===== src/hdl/usf_pkg.sv =====
package usf_pkg;

  // frame geometry
  localparam int FRAME_BITS = 16;
  localparam logic [4:0] FRAME_LEN = 5'h10;
  localparam logic [4:0] CMD_KNOWN_RISES = 5'h02;
  localparam logic [4:0] LAST_RISE_BEFORE = 5'h0F;
  localparam logic [4:0] RISE_CNT_MAX = 5'h1F;
  localparam logic [3:0] TOP_BIT_IDX = 4'hF;
  localparam logic [3:0] BOTTOM_BIT_IDX = 4'h0;

  // command field in frame bits 15..14
  localparam int CMD_MSB = 15;
  localparam int CMD_LSB = 14;
  localparam logic [1:0] CMD_READ_DATA = 2'h0;
  localparam logic [1:0] CMD_READ_CFG = 2'h1;
  localparam logic [1:0] CMD_WRITE_DATA = 2'h2;
  localparam logic [1:0] CMD_WRITE_CFG = 2'h3;

  // input frame fields
  localparam int CFG_MSB = 13;
  localparam int CFG_W = 14;
  localparam int IN_TEST_BIT = 0;
  localparam int IN_TX_INHIBIT = 10;
  localparam int IN_RTS_ASSERT = 9;
  localparam int IN_TX_PARITY = 8;
  localparam int CHAR_MSB = 7;

  // output frame fields
  localparam int OUT_RX_AVAIL = 15;
  localparam int OUT_TX_EMPTY = 14;

  // character framing widths, data bits plus optional parity
  localparam logic [3:0] SHORT_CHAR_BITS = 4'h7;
  localparam logic [3:0] LONG_CHAR_BITS = 4'h8;
  localparam logic [3:0] PARITY_EXTRA_BITS = 4'h1;

  // configuration word, bit 13 down to bit 0
  typedef struct packed {
    logic rx_queue_disable;
    logic sw_shutdown_request;
    logic tx_empty_irq_enable;
    logic rx_avail_irq_enable;
    logic parity_high_irq_enable;
    logic activity_irq_enable;
    logic infrared_timing_enable;
    logic two_stop_select;
    logic parity_enable;
    logic short_word;
    logic [3:0] baud_divisor_select;
  } usf_cfg_t;

  localparam usf_cfg_t CFG_RESET = usf_cfg_t'(14'h0000);

  typedef struct packed {
    logic tx_parity_value;
    logic [7:0] tx_char_bits;
  } usf_tx_t;

  typedef struct packed {
    logic rx_parity_value;
    logic [7:0] rx_char_bits;
  } usf_rx_t;

  localparam usf_tx_t TX_RESET = usf_tx_t'(9'h000);

  // pins after synchronisation
  typedef struct packed {
    logic cs_n;
    logic sclk;
    logic din;
    logic cts_n;
    logic baud16;
  } usf_pins_t;

  // serial clock starts at its idle low level, like its edge detector
  localparam usf_pins_t PINS_RESET = usf_pins_t'(5'h12);

  typedef enum logic {
    USF_IDLE,
    USF_SHIFT
  } usf_state_t;

endpackage


===== src/hdl/usf_frame.sv =====
`timescale 1ns/100ps
// Functional notes
// - bit 15 at select fall, rest on falls
// - bit 15 shows receive data available
// - bit 14 shows transmit buffer empty
// - command 01 reads configuration back
// - readback bit 13 is queue disable
// - readback bit 12 is shutdown state
// - readback bits 11..8 are interrupt enables
// - readback bits 7..0 framing and baud
// - 7 or 8 data bits, plus parity
// - test bit outputs baud16 on rts
// - command 10 is data write, zeros 13..11
// - bit 10 inhibits send, bit 9 sets rts
// - bit 8 is parity when enabled
// - bits 7..0 character, top ignored if short
// - bit 10 is activity or framing error
// - bit 9 is inverted clear-to-send pin
// - bit 8 is oldest received parity
// - bits 7..0 oldest char, top zero if short
// - command 00 is data read
// - command 11 loads config, returns status only
// - data exchange pops on sixteenth fall
// - write data returns received char too
module usf_frame (
  // clock and reset
  input wire logic clk,
  input wire logic reset,
  // serial host pins
  input wire logic cs_n,
  input wire logic sclk,
  input wire logic din,
  output logic dout,
  output logic dout_oe,
  // handshake pins and test clock
  input wire logic cts_n,
  input wire logic baud16,
  output logic rts_n,
  output logic tx_force_low,
  // receive side of the uart core
  input wire logic rx_avail,
  input wire usf_pkg::usf_rx_t rx_word,
  input wire logic activity_or_framing_error,
  output logic rx_pop,
  // transmit side of the uart core
  input wire logic tx_buf_empty,
  input wire logic tx_busy,
  output logic tx_load,
  output usf_pkg::usf_tx_t tx_word,
  output logic [3:0] tx_frame_bits,
  // configuration towards the uart core
  output usf_pkg::usf_cfg_t cfg_applied,
  output usf_pkg::usf_cfg_t cfg_written,
  output logic cfg_clear,
  output logic sw_shutdown_state
);

  // data bits per character, plus one when parity is on
  function automatic logic [3:0] char_len(input usf_pkg::usf_cfg_t c);
    logic [3:0] n;
    n = c.short_word ? usf_pkg::SHORT_CHAR_BITS
                     : usf_pkg::LONG_CHAR_BITS;
    if (c.parity_enable) begin
      n = n + usf_pkg::PARITY_EXTRA_BITS;
    end
    return n;
  endfunction

  // top data bit forced low for short words
  function automatic logic [7:0] mask_char(input logic [7:0] ch,
                                           input logic short_word);
    logic [7:0] r;
    r = ch;
    if (short_word) begin
      r[usf_pkg::CHAR_MSB] = 1'b0;
    end
    return r;
  endfunction

  // ---------------------------------------------------------------
  // pin synchronisation
  // ---------------------------------------------------------------
  usf_pkg::usf_pins_t pins_raw;
  usf_pkg::usf_pins_t pins;

  always_comb begin
    pins_raw.cs_n = cs_n;
    pins_raw.sclk = sclk;
    pins_raw.din = din;
    pins_raw.cts_n = cts_n;
    pins_raw.baud16 = baud16;
  end

  usf_sync #(
    .W($bits(usf_pkg::usf_pins_t)),
    .INIT(usf_pkg::PINS_RESET)
  ) u_sync (
    .clk(clk),
    .reset(reset),
    .async_in(pins_raw),
    .sync_out(pins)
  );

  // ---------------------------------------------------------------
  // serial engine
  // ---------------------------------------------------------------
  usf_pkg::usf_state_t state;
  usf_pkg::usf_state_t next_state;
  logic sclk_q;
  logic cs_q;
  logic [4:0] rise_cnt;
  logic [3:0] bit_idx;
  logic [15:0] in_shift;
  logic [15:0] out_word;
  logic [1:0] cmd;
  logic test_active;
  logic next_sclk_q;
  logic next_cs_q;
  logic [4:0] next_rise_cnt;
  logic [3:0] next_bit_idx;
  logic [15:0] next_in_shift;
  logic [15:0] next_out_word;
  logic [1:0] next_cmd;
  logic next_test_active;
  logic next_dout;
  logic next_dout_oe;
  logic next_rx_pop;

  logic cs_fall;
  logic cs_rise;
  logic sclk_rise;
  logic sclk_fall;
  logic frame_done;
  logic [15:0] data_resp;

  always_comb begin
    cs_fall = cs_q & ~pins.cs_n;
    cs_rise = ~cs_q & pins.cs_n;
    sclk_rise = ~sclk_q & pins.sclk & ~pins.cs_n;
    sclk_fall = sclk_q & ~pins.sclk & ~pins.cs_n;
    // only a frame of exactly sixteen clocks has its write carried out
    frame_done = cs_rise && (state == usf_pkg::USF_SHIFT)
                 && (rise_cnt == usf_pkg::FRAME_LEN);
  end

  // data response, also the default until the command is known
  always_comb begin
    data_resp = '0;
    data_resp[usf_pkg::OUT_RX_AVAIL] = rx_avail;
    data_resp[usf_pkg::OUT_TX_EMPTY] = tx_buf_empty;
    data_resp[usf_pkg::IN_TX_INHIBIT] = activity_or_framing_error;
    data_resp[usf_pkg::IN_RTS_ASSERT] = ~pins.cts_n;
    data_resp[usf_pkg::IN_TX_PARITY] = rx_word.rx_parity_value;
    data_resp[usf_pkg::CHAR_MSB:0] =
      mask_char(rx_word.rx_char_bits, cfg_applied.short_word);
  end

  always_comb begin
    next_state = state;
    next_sclk_q = pins.sclk;
    next_cs_q = pins.cs_n;
    next_rise_cnt = rise_cnt;
    next_bit_idx = bit_idx;
    next_in_shift = in_shift;
    next_out_word = out_word;
    next_cmd = cmd;
    next_test_active = test_active;
    next_dout = dout;
    next_dout_oe = dout_oe;
    next_rx_pop = 1'b0;
    if (cs_fall) begin
      next_state = usf_pkg::USF_SHIFT;
      next_rise_cnt = '0;
      next_bit_idx = usf_pkg::TOP_BIT_IDX;
      next_out_word = data_resp;
      next_dout = data_resp[usf_pkg::OUT_RX_AVAIL];
      next_dout_oe = 1'b1;
      next_cmd = usf_pkg::CMD_READ_DATA;
    end else if (cs_rise) begin
      next_state = usf_pkg::USF_IDLE;
      next_dout_oe = 1'b0;
      next_dout = 1'b0;
      next_test_active = 1'b0;
    end else if (state == usf_pkg::USF_SHIFT) begin
      if (sclk_rise) begin
        next_in_shift = {in_shift[14:0], pins.din};
        if (rise_cnt != usf_pkg::RISE_CNT_MAX) begin
          next_rise_cnt = rise_cnt + 5'h01;
        end
        if (rise_cnt == (usf_pkg::CMD_KNOWN_RISES - 5'h01)) begin
          next_cmd = {in_shift[0], pins.din};
          case ({in_shift[0], pins.din})
            usf_pkg::CMD_READ_CFG: begin
              next_out_word[usf_pkg::CFG_MSB:0] = cfg_written;
              next_out_word[usf_pkg::CFG_MSB - 1] =
                cfg_applied.sw_shutdown_request;
            end
            usf_pkg::CMD_WRITE_CFG: begin
              next_out_word[usf_pkg::CFG_MSB:0] = '0;
            end
            default: begin
              // data read or write keeps the data response
              next_out_word = out_word;
            end
          endcase
        end
        // test bit is the last input bit of a readback frame
        if (rise_cnt == usf_pkg::LAST_RISE_BEFORE
            && cmd == usf_pkg::CMD_READ_CFG
            && pins.din) begin
          next_test_active = 1'b1;
        end
      end else if (sclk_fall && rise_cnt != '0) begin
        if (bit_idx != usf_pkg::BOTTOM_BIT_IDX) begin
          next_bit_idx = bit_idx - 4'h1;
          next_dout = out_word[bit_idx - 4'h1];
        end
        // sixteenth fall releases the character just read
        if (rise_cnt == usf_pkg::FRAME_LEN
            && (cmd == usf_pkg::CMD_READ_DATA
                || cmd == usf_pkg::CMD_WRITE_DATA)
            && out_word[usf_pkg::OUT_RX_AVAIL]) begin
          next_rx_pop = 1'b1;
        end
      end
    end
  end

  always_ff @(posedge clk) begin
    if (reset) begin
      state <= usf_pkg::USF_IDLE;
      sclk_q <= 1'b0;
      cs_q <= 1'b1;
      rise_cnt <= '0;
      bit_idx <= usf_pkg::TOP_BIT_IDX;
      in_shift <= '0;
      out_word <= '0;
      cmd <= usf_pkg::CMD_READ_DATA;
      test_active <= 1'b0;
      dout <= 1'b0;
      dout_oe <= 1'b0;
      rx_pop <= 1'b0;
    end else begin
      state <= next_state;
      sclk_q <= next_sclk_q;
      cs_q <= next_cs_q;
      rise_cnt <= next_rise_cnt;
      bit_idx <= next_bit_idx;
      in_shift <= next_in_shift;
      out_word <= next_out_word;
      cmd <= next_cmd;
      test_active <= next_test_active;
      dout <= next_dout;
      dout_oe <= next_dout_oe;
      rx_pop <= next_rx_pop;
    end
  end

  // ---------------------------------------------------------------
  // command execution and configuration
  // ---------------------------------------------------------------
  logic cfg_pending;
  logic rts_level_n;
  logic next_cfg_pending;
  logic next_rts_level_n;
  usf_pkg::usf_cfg_t next_cfg_written;
  usf_pkg::usf_cfg_t next_cfg_applied;
  usf_pkg::usf_tx_t next_tx_word;
  logic next_tx_load;
  logic next_cfg_clear;
  logic next_rts_n;
  logic next_tx_force_low;
  logic [3:0] next_tx_frame_bits;
  logic [1:0] frame_cmd;

  always_comb begin
    frame_cmd = in_shift[usf_pkg::CMD_MSB:usf_pkg::CMD_LSB];
    next_cfg_pending = cfg_pending;
    next_rts_level_n = rts_level_n;
    next_cfg_written = cfg_written;
    next_cfg_applied = cfg_applied;
    next_tx_word = tx_word;
    next_tx_load = 1'b0;
    next_cfg_clear = 1'b0;
    // all configuration fields, not only framing, wait for the transmitter to go idle
    if (cfg_pending && tx_buf_empty && !tx_busy) begin
      next_cfg_applied = cfg_written;
      next_cfg_pending = 1'b0;
    end
    if (frame_done) begin
      case (frame_cmd)
        usf_pkg::CMD_WRITE_CFG: begin
          next_cfg_written = in_shift[usf_pkg::CFG_MSB:0];
          next_cfg_pending = 1'b1;
          next_cfg_clear = 1'b1;
        end
        usf_pkg::CMD_WRITE_DATA: begin
          next_rts_level_n = ~in_shift[usf_pkg::IN_RTS_ASSERT];
          if (!in_shift[usf_pkg::IN_TX_INHIBIT]) begin
            next_tx_load = 1'b1;
            next_tx_word.tx_parity_value = cfg_applied.parity_enable
              & in_shift[usf_pkg::IN_TX_PARITY];
            next_tx_word.tx_char_bits =
              mask_char(in_shift[usf_pkg::CHAR_MSB:0],
                        cfg_applied.short_word);
          end
        end
        default: begin
          next_cfg_clear = 1'b0;
        end
      endcase
    end
    // test mode replaces the handshake level with the baud clock
    next_rts_n = test_active ? pins.baud16 : next_rts_level_n;
    next_tx_force_low = test_active;
    next_tx_frame_bits = char_len(next_cfg_applied);
  end

  always_ff @(posedge clk) begin
    if (reset) begin
      cfg_pending <= 1'b0;
      rts_level_n <= 1'b1;
      cfg_written <= usf_pkg::CFG_RESET;
      cfg_applied <= usf_pkg::CFG_RESET;
      tx_word <= usf_pkg::TX_RESET;
      tx_load <= 1'b0;
      cfg_clear <= 1'b0;
      rts_n <= 1'b1;
      tx_force_low <= 1'b0;
      tx_frame_bits <= usf_pkg::LONG_CHAR_BITS;
      sw_shutdown_state <= 1'b0;
    end else begin
      cfg_pending <= next_cfg_pending;
      rts_level_n <= next_rts_level_n;
      cfg_written <= next_cfg_written;
      cfg_applied <= next_cfg_applied;
      tx_word <= next_tx_word;
      tx_load <= next_tx_load;
      cfg_clear <= next_cfg_clear;
      rts_n <= next_rts_n;
      tx_force_low <= next_tx_force_low;
      tx_frame_bits <= next_tx_frame_bits;
      sw_shutdown_state <= next_cfg_applied.sw_shutdown_request;
    end
  end

  // readback layout bits 13..0 follow the struct order

endmodule


===== src/hdl/usf_sync.sv =====
`timescale 1ns/100ps
module usf_sync #(
  parameter int W = 5,
  parameter logic [W-1:0] INIT = '0
) (
  // clock and reset
  input wire logic clk,
  input wire logic reset,
  // asynchronous levels in, synchronised levels out
  input wire logic [W-1:0] async_in,
  output logic [W-1:0] sync_out
);

  logic [W-1:0] meta;
  logic [W-1:0] next_meta;
  logic [W-1:0] next_sync_out;

  always_comb begin
    next_meta = async_in;
    next_sync_out = meta;
  end

  always_ff @(posedge clk) begin
    if (reset) begin
      meta <= INIT;
      sync_out <= INIT;
    end else begin
      meta <= next_meta;
      sync_out <= next_sync_out;
    end
  end

endmodule


===== config.mk =====
export PLATFORM = sky130hd
export DESIGN_NAME = usf_frame
export DESIGN_NICKNAME = d
export VERILOG_FILES = /design/src/hdl/usf_pkg.sv /design/src/hdl/usf_frame.sv /design/src/hdl/usf_sync.sv
export SDC_FILE = /design/constraint.sdc
export NUM_CORES = 1
export LEC_CHECK = 0
export BUFFER_PORTS_ARGS = -buffer_cell sky130_fd_sc_hd__buf_2
export CORE_MARGIN = 1.5
export CORE_UTILIZATION = 40
export CTS_BUF_LIST = sky130_fd_sc_hd__clkbuf_2 sky130_fd_sc_hd__clkbuf_4 sky130_fd_sc_hd__clkbuf_8
export DETAILED_ROUTE_END_ITERATION = 10
export PLACE_DENSITY = 0.61
export RECOVER_POWER = 25
export SYNTH_ARGS = -nofsm -noshare
export SYNTH_HDL_FRONTEND = slang
export SYNTH_SLANG_ARGS = --single-unit

===== constraint.sdc =====
create_clock -name clk -period 3.3 [get_ports clk]
set_input_delay 0.33 -clock clk [delete_from_list [all_inputs] [get_ports clk]]
set_output_delay 0.33 -clock clk [all_outputs]
set_load 0.03 [all_outputs]

# == Word level (Yosys, flattened, before mapping) ==
# Cells that the tools add are included.
# totals
wordCells,157
out_inout_bits,49
reg_bits,106
# op_classes
n_bitwise,21
reduce_logical,40
n_addsub,3
eq_ne,12
n_lt_le_gt_ge,1
muxes,34
# op_table
cell,n
2-to-1 mux 14 bit,4
one-hot mux 14 bit (2 select lines),1
2-to-1 mux 1 bit,24
AND reduction 4 bit,5
2-to-1 mux 16 bit,1
nonzero test 2 bit,8
AND reduction 5 bit,3
NOT 1 bit,14
2-to-1 mux 13 bit,1
nonzero test 3 bit,4
logical AND 1 bit,9
== test 2 bit (second input constant),4
2-to-1 mux 4 bit,2
AND 1 bit,7
OR reduction 6 bit,1
adder 5 x 1 -> 5 bit (second input constant),1
== test 5 x 1 -> 1 bit (second input constant),1
== test 5 x 4 -> 1 bit (second input constant),1
== test 5 bit (second input constant),1
< comparator 4 x 5 -> 1 bit (second input constant),1
inequality test 5 bit (second input constant),1
nonzero test 5 bit,1
adder 4 x 1 -> 4 bit (second input constant),1
binary-select mux 1 bit (select 4 bit),1
other kinds (12),14

# == Longest topological paths before layout ==
# depth
ltp_word,9
depth_mapped,9
mapped_depth_nobuf,7

# == Cells and area by module ==
# From an unflattened synthesis, not the netlist that was laid out.
# unflattened
cells_unflattened,461
hier_area_um2,4275.4
# by_module_without_submodules
mod,cells_per_inst,seq_area_each_um2,n_inst,area_each_um2
usf_frame,441,1901.8,1,4012.6
usf_sync,20,200.2,1,262.8

# == Least setup slack after synthesis ==
# OpenSTA, ideal clock, no wires.
# synth_timing
path_kind,register to register
startpoint,register bit_idx[0]
endpoint,register dout
path_slack_ns,1.355
t_required_ns,3.209
path_buffers,1
stages_incl_launch_ff,8
synth_period_minus_slack_ns,1.945
setup_ns,0.091
t_arrival_ns,1.854
cell_sequence,dfxtp_1 -> buf_6 -> inv_1 -> ha_1 -> mux4_1 -> mux2i_1 -> or4_1 -> a311oi_1
# synth_via
elab_chain_cells,9
word_cells_on_any_way,12
# synth_lines
item,line,text
from (decl),usf_frame.sv:112,logic [3:0] bit_idx;
from (signal assigned),usf_frame.sv:235,bit_idx <= usf_pkg::TOP_BIT_IDX;
from (signal assigned),usf_frame.sv:248,bit_idx <= next_bit_idx;
subtractor 4 x 1 -> 4 bit,usf_frame.sv:216,next_dout = out_word[bit_idx - 4'h1];
binary-select mux 1 bit (select 4 bit),usf_frame.sv:216,
2-to-1 mux 1 bit (not written as such),usf_frame.sv:216,
2-to-1 mux 1 bit,usf_frame.sv:214,if (bit_idx != usf_pkg::BOTTOM_BIT_IDX) begin
2-to-1 mux 1 bit,usf_frame.sv:213,end else if (sclk_fall && rise_cnt != '0) begin
2-to-1 mux 1 bit,usf_frame.sv:185,if (sclk_rise) begin
2-to-1 mux 1 bit,usf_frame.sv:184,end else if (state == usf_pkg::USF_SHIFT) begin
2-to-1 mux 1 bit,usf_frame.sv:179,end else if (cs_rise) begin
2-to-1 mux 1 bit,usf_frame.sv:171,if (cs_fall) begin
to (signal assigned),usf_frame.sv:253,dout <= next_dout;
to (decl),usf_frame.sv:33,"output logic dout,"
# Parallel ways exist; a longest one is shown, timed or not. The select of a mux whose other input is x is not followed.
# A chain may end at the register's enable or synchronous reset.

# == Worst setup path in the final report ==
# layout_timing
startpoint,register u_sync.sync_out[4]
endpoint,register out_word[4]
# layout_via
elab_chain_cells,4
word_cells_on_any_way,11
# layout_lines
item,line,text
from (decl),usf_sync.sv:11,output logic [W-1:0] sync_out
from (signal assigned),usf_sync.sv:29,sync_out <= next_sync_out;
NOT 1 bit (*),usf_frame.sv:137,cs_fall = cs_q & ~pins.cs_n;
AND 1 bit (*),usf_frame.sv:137,
named net cs_fall,usf_frame.sv:129,logic cs_fall;
"inequality test 2 bit (no line), or another cell as far along",--,
AND reduction 5 bit (no line),--,
to (signal assigned),usf_frame.sv:250,out_word <= next_out_word;
to (decl),usf_frame.sv:114,logic [15:0] out_word;
# Mark *: on every way through the listed nets, which the timed path passes. The rest lies on a longest branch. The select of a mux whose other input is x is not followed.

==> impl_summary.txt <==
----------------------------------------------------
[Run]
  Number of max-capacitance violations reported ... 0

[Yosys]
  Count of synthesis-stage warnings from yosys ... 0
  Mapped cell area ... 4170 µm²
  Number of unique standard cell types used by synthesis ... 46
  Synthesized area divided by synthesized cell count ... 9.26 µm²
  Yosys top cell by area ... sky130_fd_sc_hd__dfxtp_1
  Post-synth net total ... 480
  Share of Yosys cell area claimed by the top area cell type ... 50.4%
  Instance count of the mapped netlist ... 450
  Synth Register Bits ... 105
  Register area share after synthesis ... 50.4%
  Number of enable-type register cells in the synthesized netlist ... 0
  Main area contributors after synthesis ... sky130_fd_sc_hd__dfxtp_1 50%, sky130_fd_sc_hd__nand2_1 7.1%, sky130_fd_sc_hd__mux2i_1 5.5%
  Primary flip-flop cell chosen by synthesis mapping ... sky130_fd_sc_hd__dfxtp_1
  FFs w/ async S/R, synth ... 0%

[Global route]
  Pin count of the biggest net entering global routing ... 37
  Total routing resource utilization after global routing ... 18.4%
  Number of antenna violations at the first check in global routing ... 0
  Via count of the first global-routing pass ... 3,138
  Aggregate global routing overflow ... 0
  Wire length of the first global-routing pass ... 16,000 µm

[Setup path]
  Worst Setup End Kind ... flop
  Setup slack of the most critical reg-to-reg path ... 0.91 ns
  Endpoint of the worst register-to-register path ... out_word[4]
  Buffers plus inverters on the worst setup path ... 2
  Critical-path maximum fanout ... 22
  Cell breakdown of the critical path ... inv_1 > ha_1 > inv_1 > o21ai_2 > nor2_1 > a211oi_1
  CP dominant cell by count ... sky130_fd_sc_hd__inv_1
  Kind of start point of the critical path ... flop
  Cells on worst reg2reg path ... 6
  Standard cell with the maximum stage delay on the critical path ... sky130_fd_sc_hd__o21ai_2
  Data arrival at the endpoint of the critical path ... 2.67 ns
  Largest delay contributor family on the critical path ... compound AO/OA/AOI/OAI gates
  Critical path data required time ... 3.58 ns
  Type of the worst setup path ... flop to flop
  Worst R2R Start ... u_sync.sync_out[4]
  Delay of the slowest cell on the worst path ... 0.68 ns

[Die]
  Starting Density ... 40.7%
  Height of the chip ... 105 µm
  Total number of placement rows ... 37
  Die area ... 11,000 µm²
  Die X ... 105 µm
  Top-level port count ... 69
  Area of the core region ... 10,200 µm²

[STA]
  Clock tree skew after final layout ... 0.0212 ns
  Total count of hold-check failures in the final report ... 0
  Min Clock Period, post-route ... 2.39 ns
  Fmax ... 418 MHz
  Max_slew headroom ... 12.3%
  Unrepaired setup endpoints after global routing ... no
  Worst hold margin ... 0.139 ns
  Setup WS post-layout ... 0.905 ns
  Share of the clock period used by the worst path after layout ... 72.6%
  Max-slew violation count ... 0
  Actual transition at the worst max-transition pin ... 1.32 ns
  Final setup violation count ... 0
  Post-route setup TNS ... 0 ns

[Worst hold path]
  End point of the most critical hold path ... u_sync.meta[1]
  Worst hold-check path type ... input port to flop
  Worst Hold Depth ... 2
  Worst Hold Launch ... cts_n

[Layout]
  Commonest cells after routing, fill and taps aside ... 105 x sky130_fd_sc_hd__dfxtp_1, 79 x sky130_fd_sc_hd__nand2_1, 49 x sky130_fd_sc_hd__nor2_1
  Area taken by multi-input logic gates ... 1890 µm²
  Final cell utilization of the core ... 46.3%
  Leading cell type in the layout, fill and taps excluded ... sky130_fd_sc_hd__dfxtp_1
  Area used by sequential logic in the layout ... 2100 µm²
  Net count, final ... 531
  Count of filler cells inserted in the layout ... 1,028
  Area delta synth->final ... 13.7%
  Ratio of cells with drive above 1 in the final layout ... 15.2%
  Number of antenna diodes ... 0

[Route]
  Initial drt markers ... 123
  DR vias ... 3,230
  Routed WL per cell ... 14.9 µm
  Number of antenna-violating nets in the routed design ... 0
  Remaining design rule violation count ... 0
  Total wire length ... 9580 µm
  1st-pass router iterations ... 4
  Detail-routed via count per cell ... 5.03

[Placed design]
  GPL Wtd Cong ... 0.792
  Buffers on Ports ... 68
  Worst slack at placement ... 0.943 ns
  Detailed placement HPWL ... 7010 µm

[CTS]
  Clk root buf ... sky130_fd_sc_hd__clkbuf_8
  Post-CTS setup buffer count ... 0
  Cts bufs inserted ... 9
  Reg clk slew, reported paths ... 0.11 ns
  Clock insertion delay at the later pin of the skew report ... 0.38 ns
  Number of buffers inserted by hold repair at cts ... 0
  Longest Clk Path Bufs ... 2
  CTS tree ... yes
  CTS H-tree lvls ... 3
  Total clock sinks ... 105
  Number of gates given a new drive strength after cts ... 0

[Pwr]
  Total chip power ... 2.18 mW
  Static leakage ... 1.91 nW
  Worst vdd rail ir drop ... 228 µV
  Total power per unit cell area ... 460 nW/µm²

[Run status]
  Status ... finished clean

----------------------------------------------------
-- kinds of logic (layout without fill, tap and decap cells) --
| family | after synthesis | after routing | synth area share, % |
|---|---|---|---|
| adders and majority gates | 10 | 10 | 3.00 |
| xor gates and xnor gates | 6 | 6 | 1.44 |
| and+or+nand+nor | 181 | 181 | 20.6 |
| DFF | 105 | 105 | 50.4 |
| AOI/OAI and AO/OA | 78 | 78 | 11.7 |
| muxes | 29 | 29 | 8.58 |
| buffers and inverters | 41 | 97 | 4.17 |
-- worst reg2reg max path, stage by stage (launching register included) --
cell and delay [ns]:
sky130_fd_sc_hd__dfxtp_1 0.38, sky130_fd_sc_hd__inv_1 0.08, sky130_fd_sc_hd__ha_1 0.60, sky130_fd_sc_hd__inv_1 0.21
sky130_fd_sc_hd__o21ai_2 0.68, sky130_fd_sc_hd__nor2_1 0.11, sky130_fd_sc_hd__a211oi_1 0.25
-- worst max path at each step --
| stage | start | endpoint | slack, ns | depth (start not counted) |
|---|---|---|---|---|
| after global placement | u_sync.sync_out[4] | out_word[0] | 1.07 | 6 |
| after CTS | u_sync.sync_out[4] | out_word[4] | 0.92 | 6 |
| final | u_sync.sync_out[4] | out_word[4] | 0.91 | 6 |
| after floorplan | bit_idx[0] | dout | 1.35 | 7 |
| after detailed placement | u_sync.sync_out[4] | out_word[4] | 0.94 | 6 |
| after global routing | u_sync.sync_out[4] | out_word[8] | 0.61 | 6 |
-- flip-flops by register name, indices dropped and copies added (netlist names), 2 cells and up --
signal           count
out_word            16
u_sync.meta          5
u_sync.sync_out      5
tx_frame_bits        3
in_shift            16
cfg_written         14
cmd                  2
tx_word              9
rise_cnt             5
bit_idx              4
cfg_applied         13
-- cell usage after synthesis, types with 3 or more instances --
cell / n
sky130_fd_sc_hd__mux4_1: 4
sky130_fd_sc_hd__buf_2: 4
sky130_fd_sc_hd__inv_1: 11
sky130_fd_sc_hd__xor2_1: 3
sky130_fd_sc_hd__nand2b_1: 6
sky130_fd_sc_hd__nor2b_1: 10
sky130_fd_sc_hd__nand3_1: 6
sky130_fd_sc_hd__dfxtp_1: 105
sky130_fd_sc_hd__or2_2: 8
sky130_fd_sc_hd__a22oi_1: 9
sky130_fd_sc_hd__ha_1: 10
sky130_fd_sc_hd__mux2i_1: 23
sky130_fd_sc_hd__buf_1: 3
sky130_fd_sc_hd__clkbuf_1: 20
sky130_fd_sc_hd__nor3b_1: 5
sky130_fd_sc_hd__a211oi_1: 13
sky130_fd_sc_hd__a211o_1: 3
sky130_fd_sc_hd__nor2_1: 49
sky130_fd_sc_hd__a21oi_1: 45
sky130_fd_sc_hd__nand2_1: 79
-- where the power goes --
group          switching (mW)  internal, mW
clock                   0.505         0.312
sequential            0.00847          1.28
combinational          0.0452        0.0296
total                   0.558          1.62
-- stage by stage --
stage / instance area (µm²) / std cells
6_report: 4740 / 642
5_1_grt: 4740 / 642
4_1_cts: 4780 / 642
3_5_place_dp: 4560 / 626
3_3_place_gp: 4560 / 626
2_1_floorplan: 4170 / 450
-- metal layers --
layer / GRT usage, % / up-vias / share of wire, %
li1: - / 1629 / -
met1: 25.1 / 1520 / 46
met2: 29.6 / 69 / 48
met3: 2.99 / 12 / 5.2
met4: 6.16 / 0 / 1.3
met5: 0 / - / 0
-- cell type report --
cell class / count / share of cell area [%]
Clock buffer: 9 / 2.61
Clock inverter: 7 / 1.93
Inverter: 11 / 0.871
Multi-Input combinational cell: 304 / 39.9
Sequential cell: 105 / 44.3
Tap cell: 136 / 3.59
Timing Repair Buffer: 70 / 6.73
(Power assumes the default switching activity.)
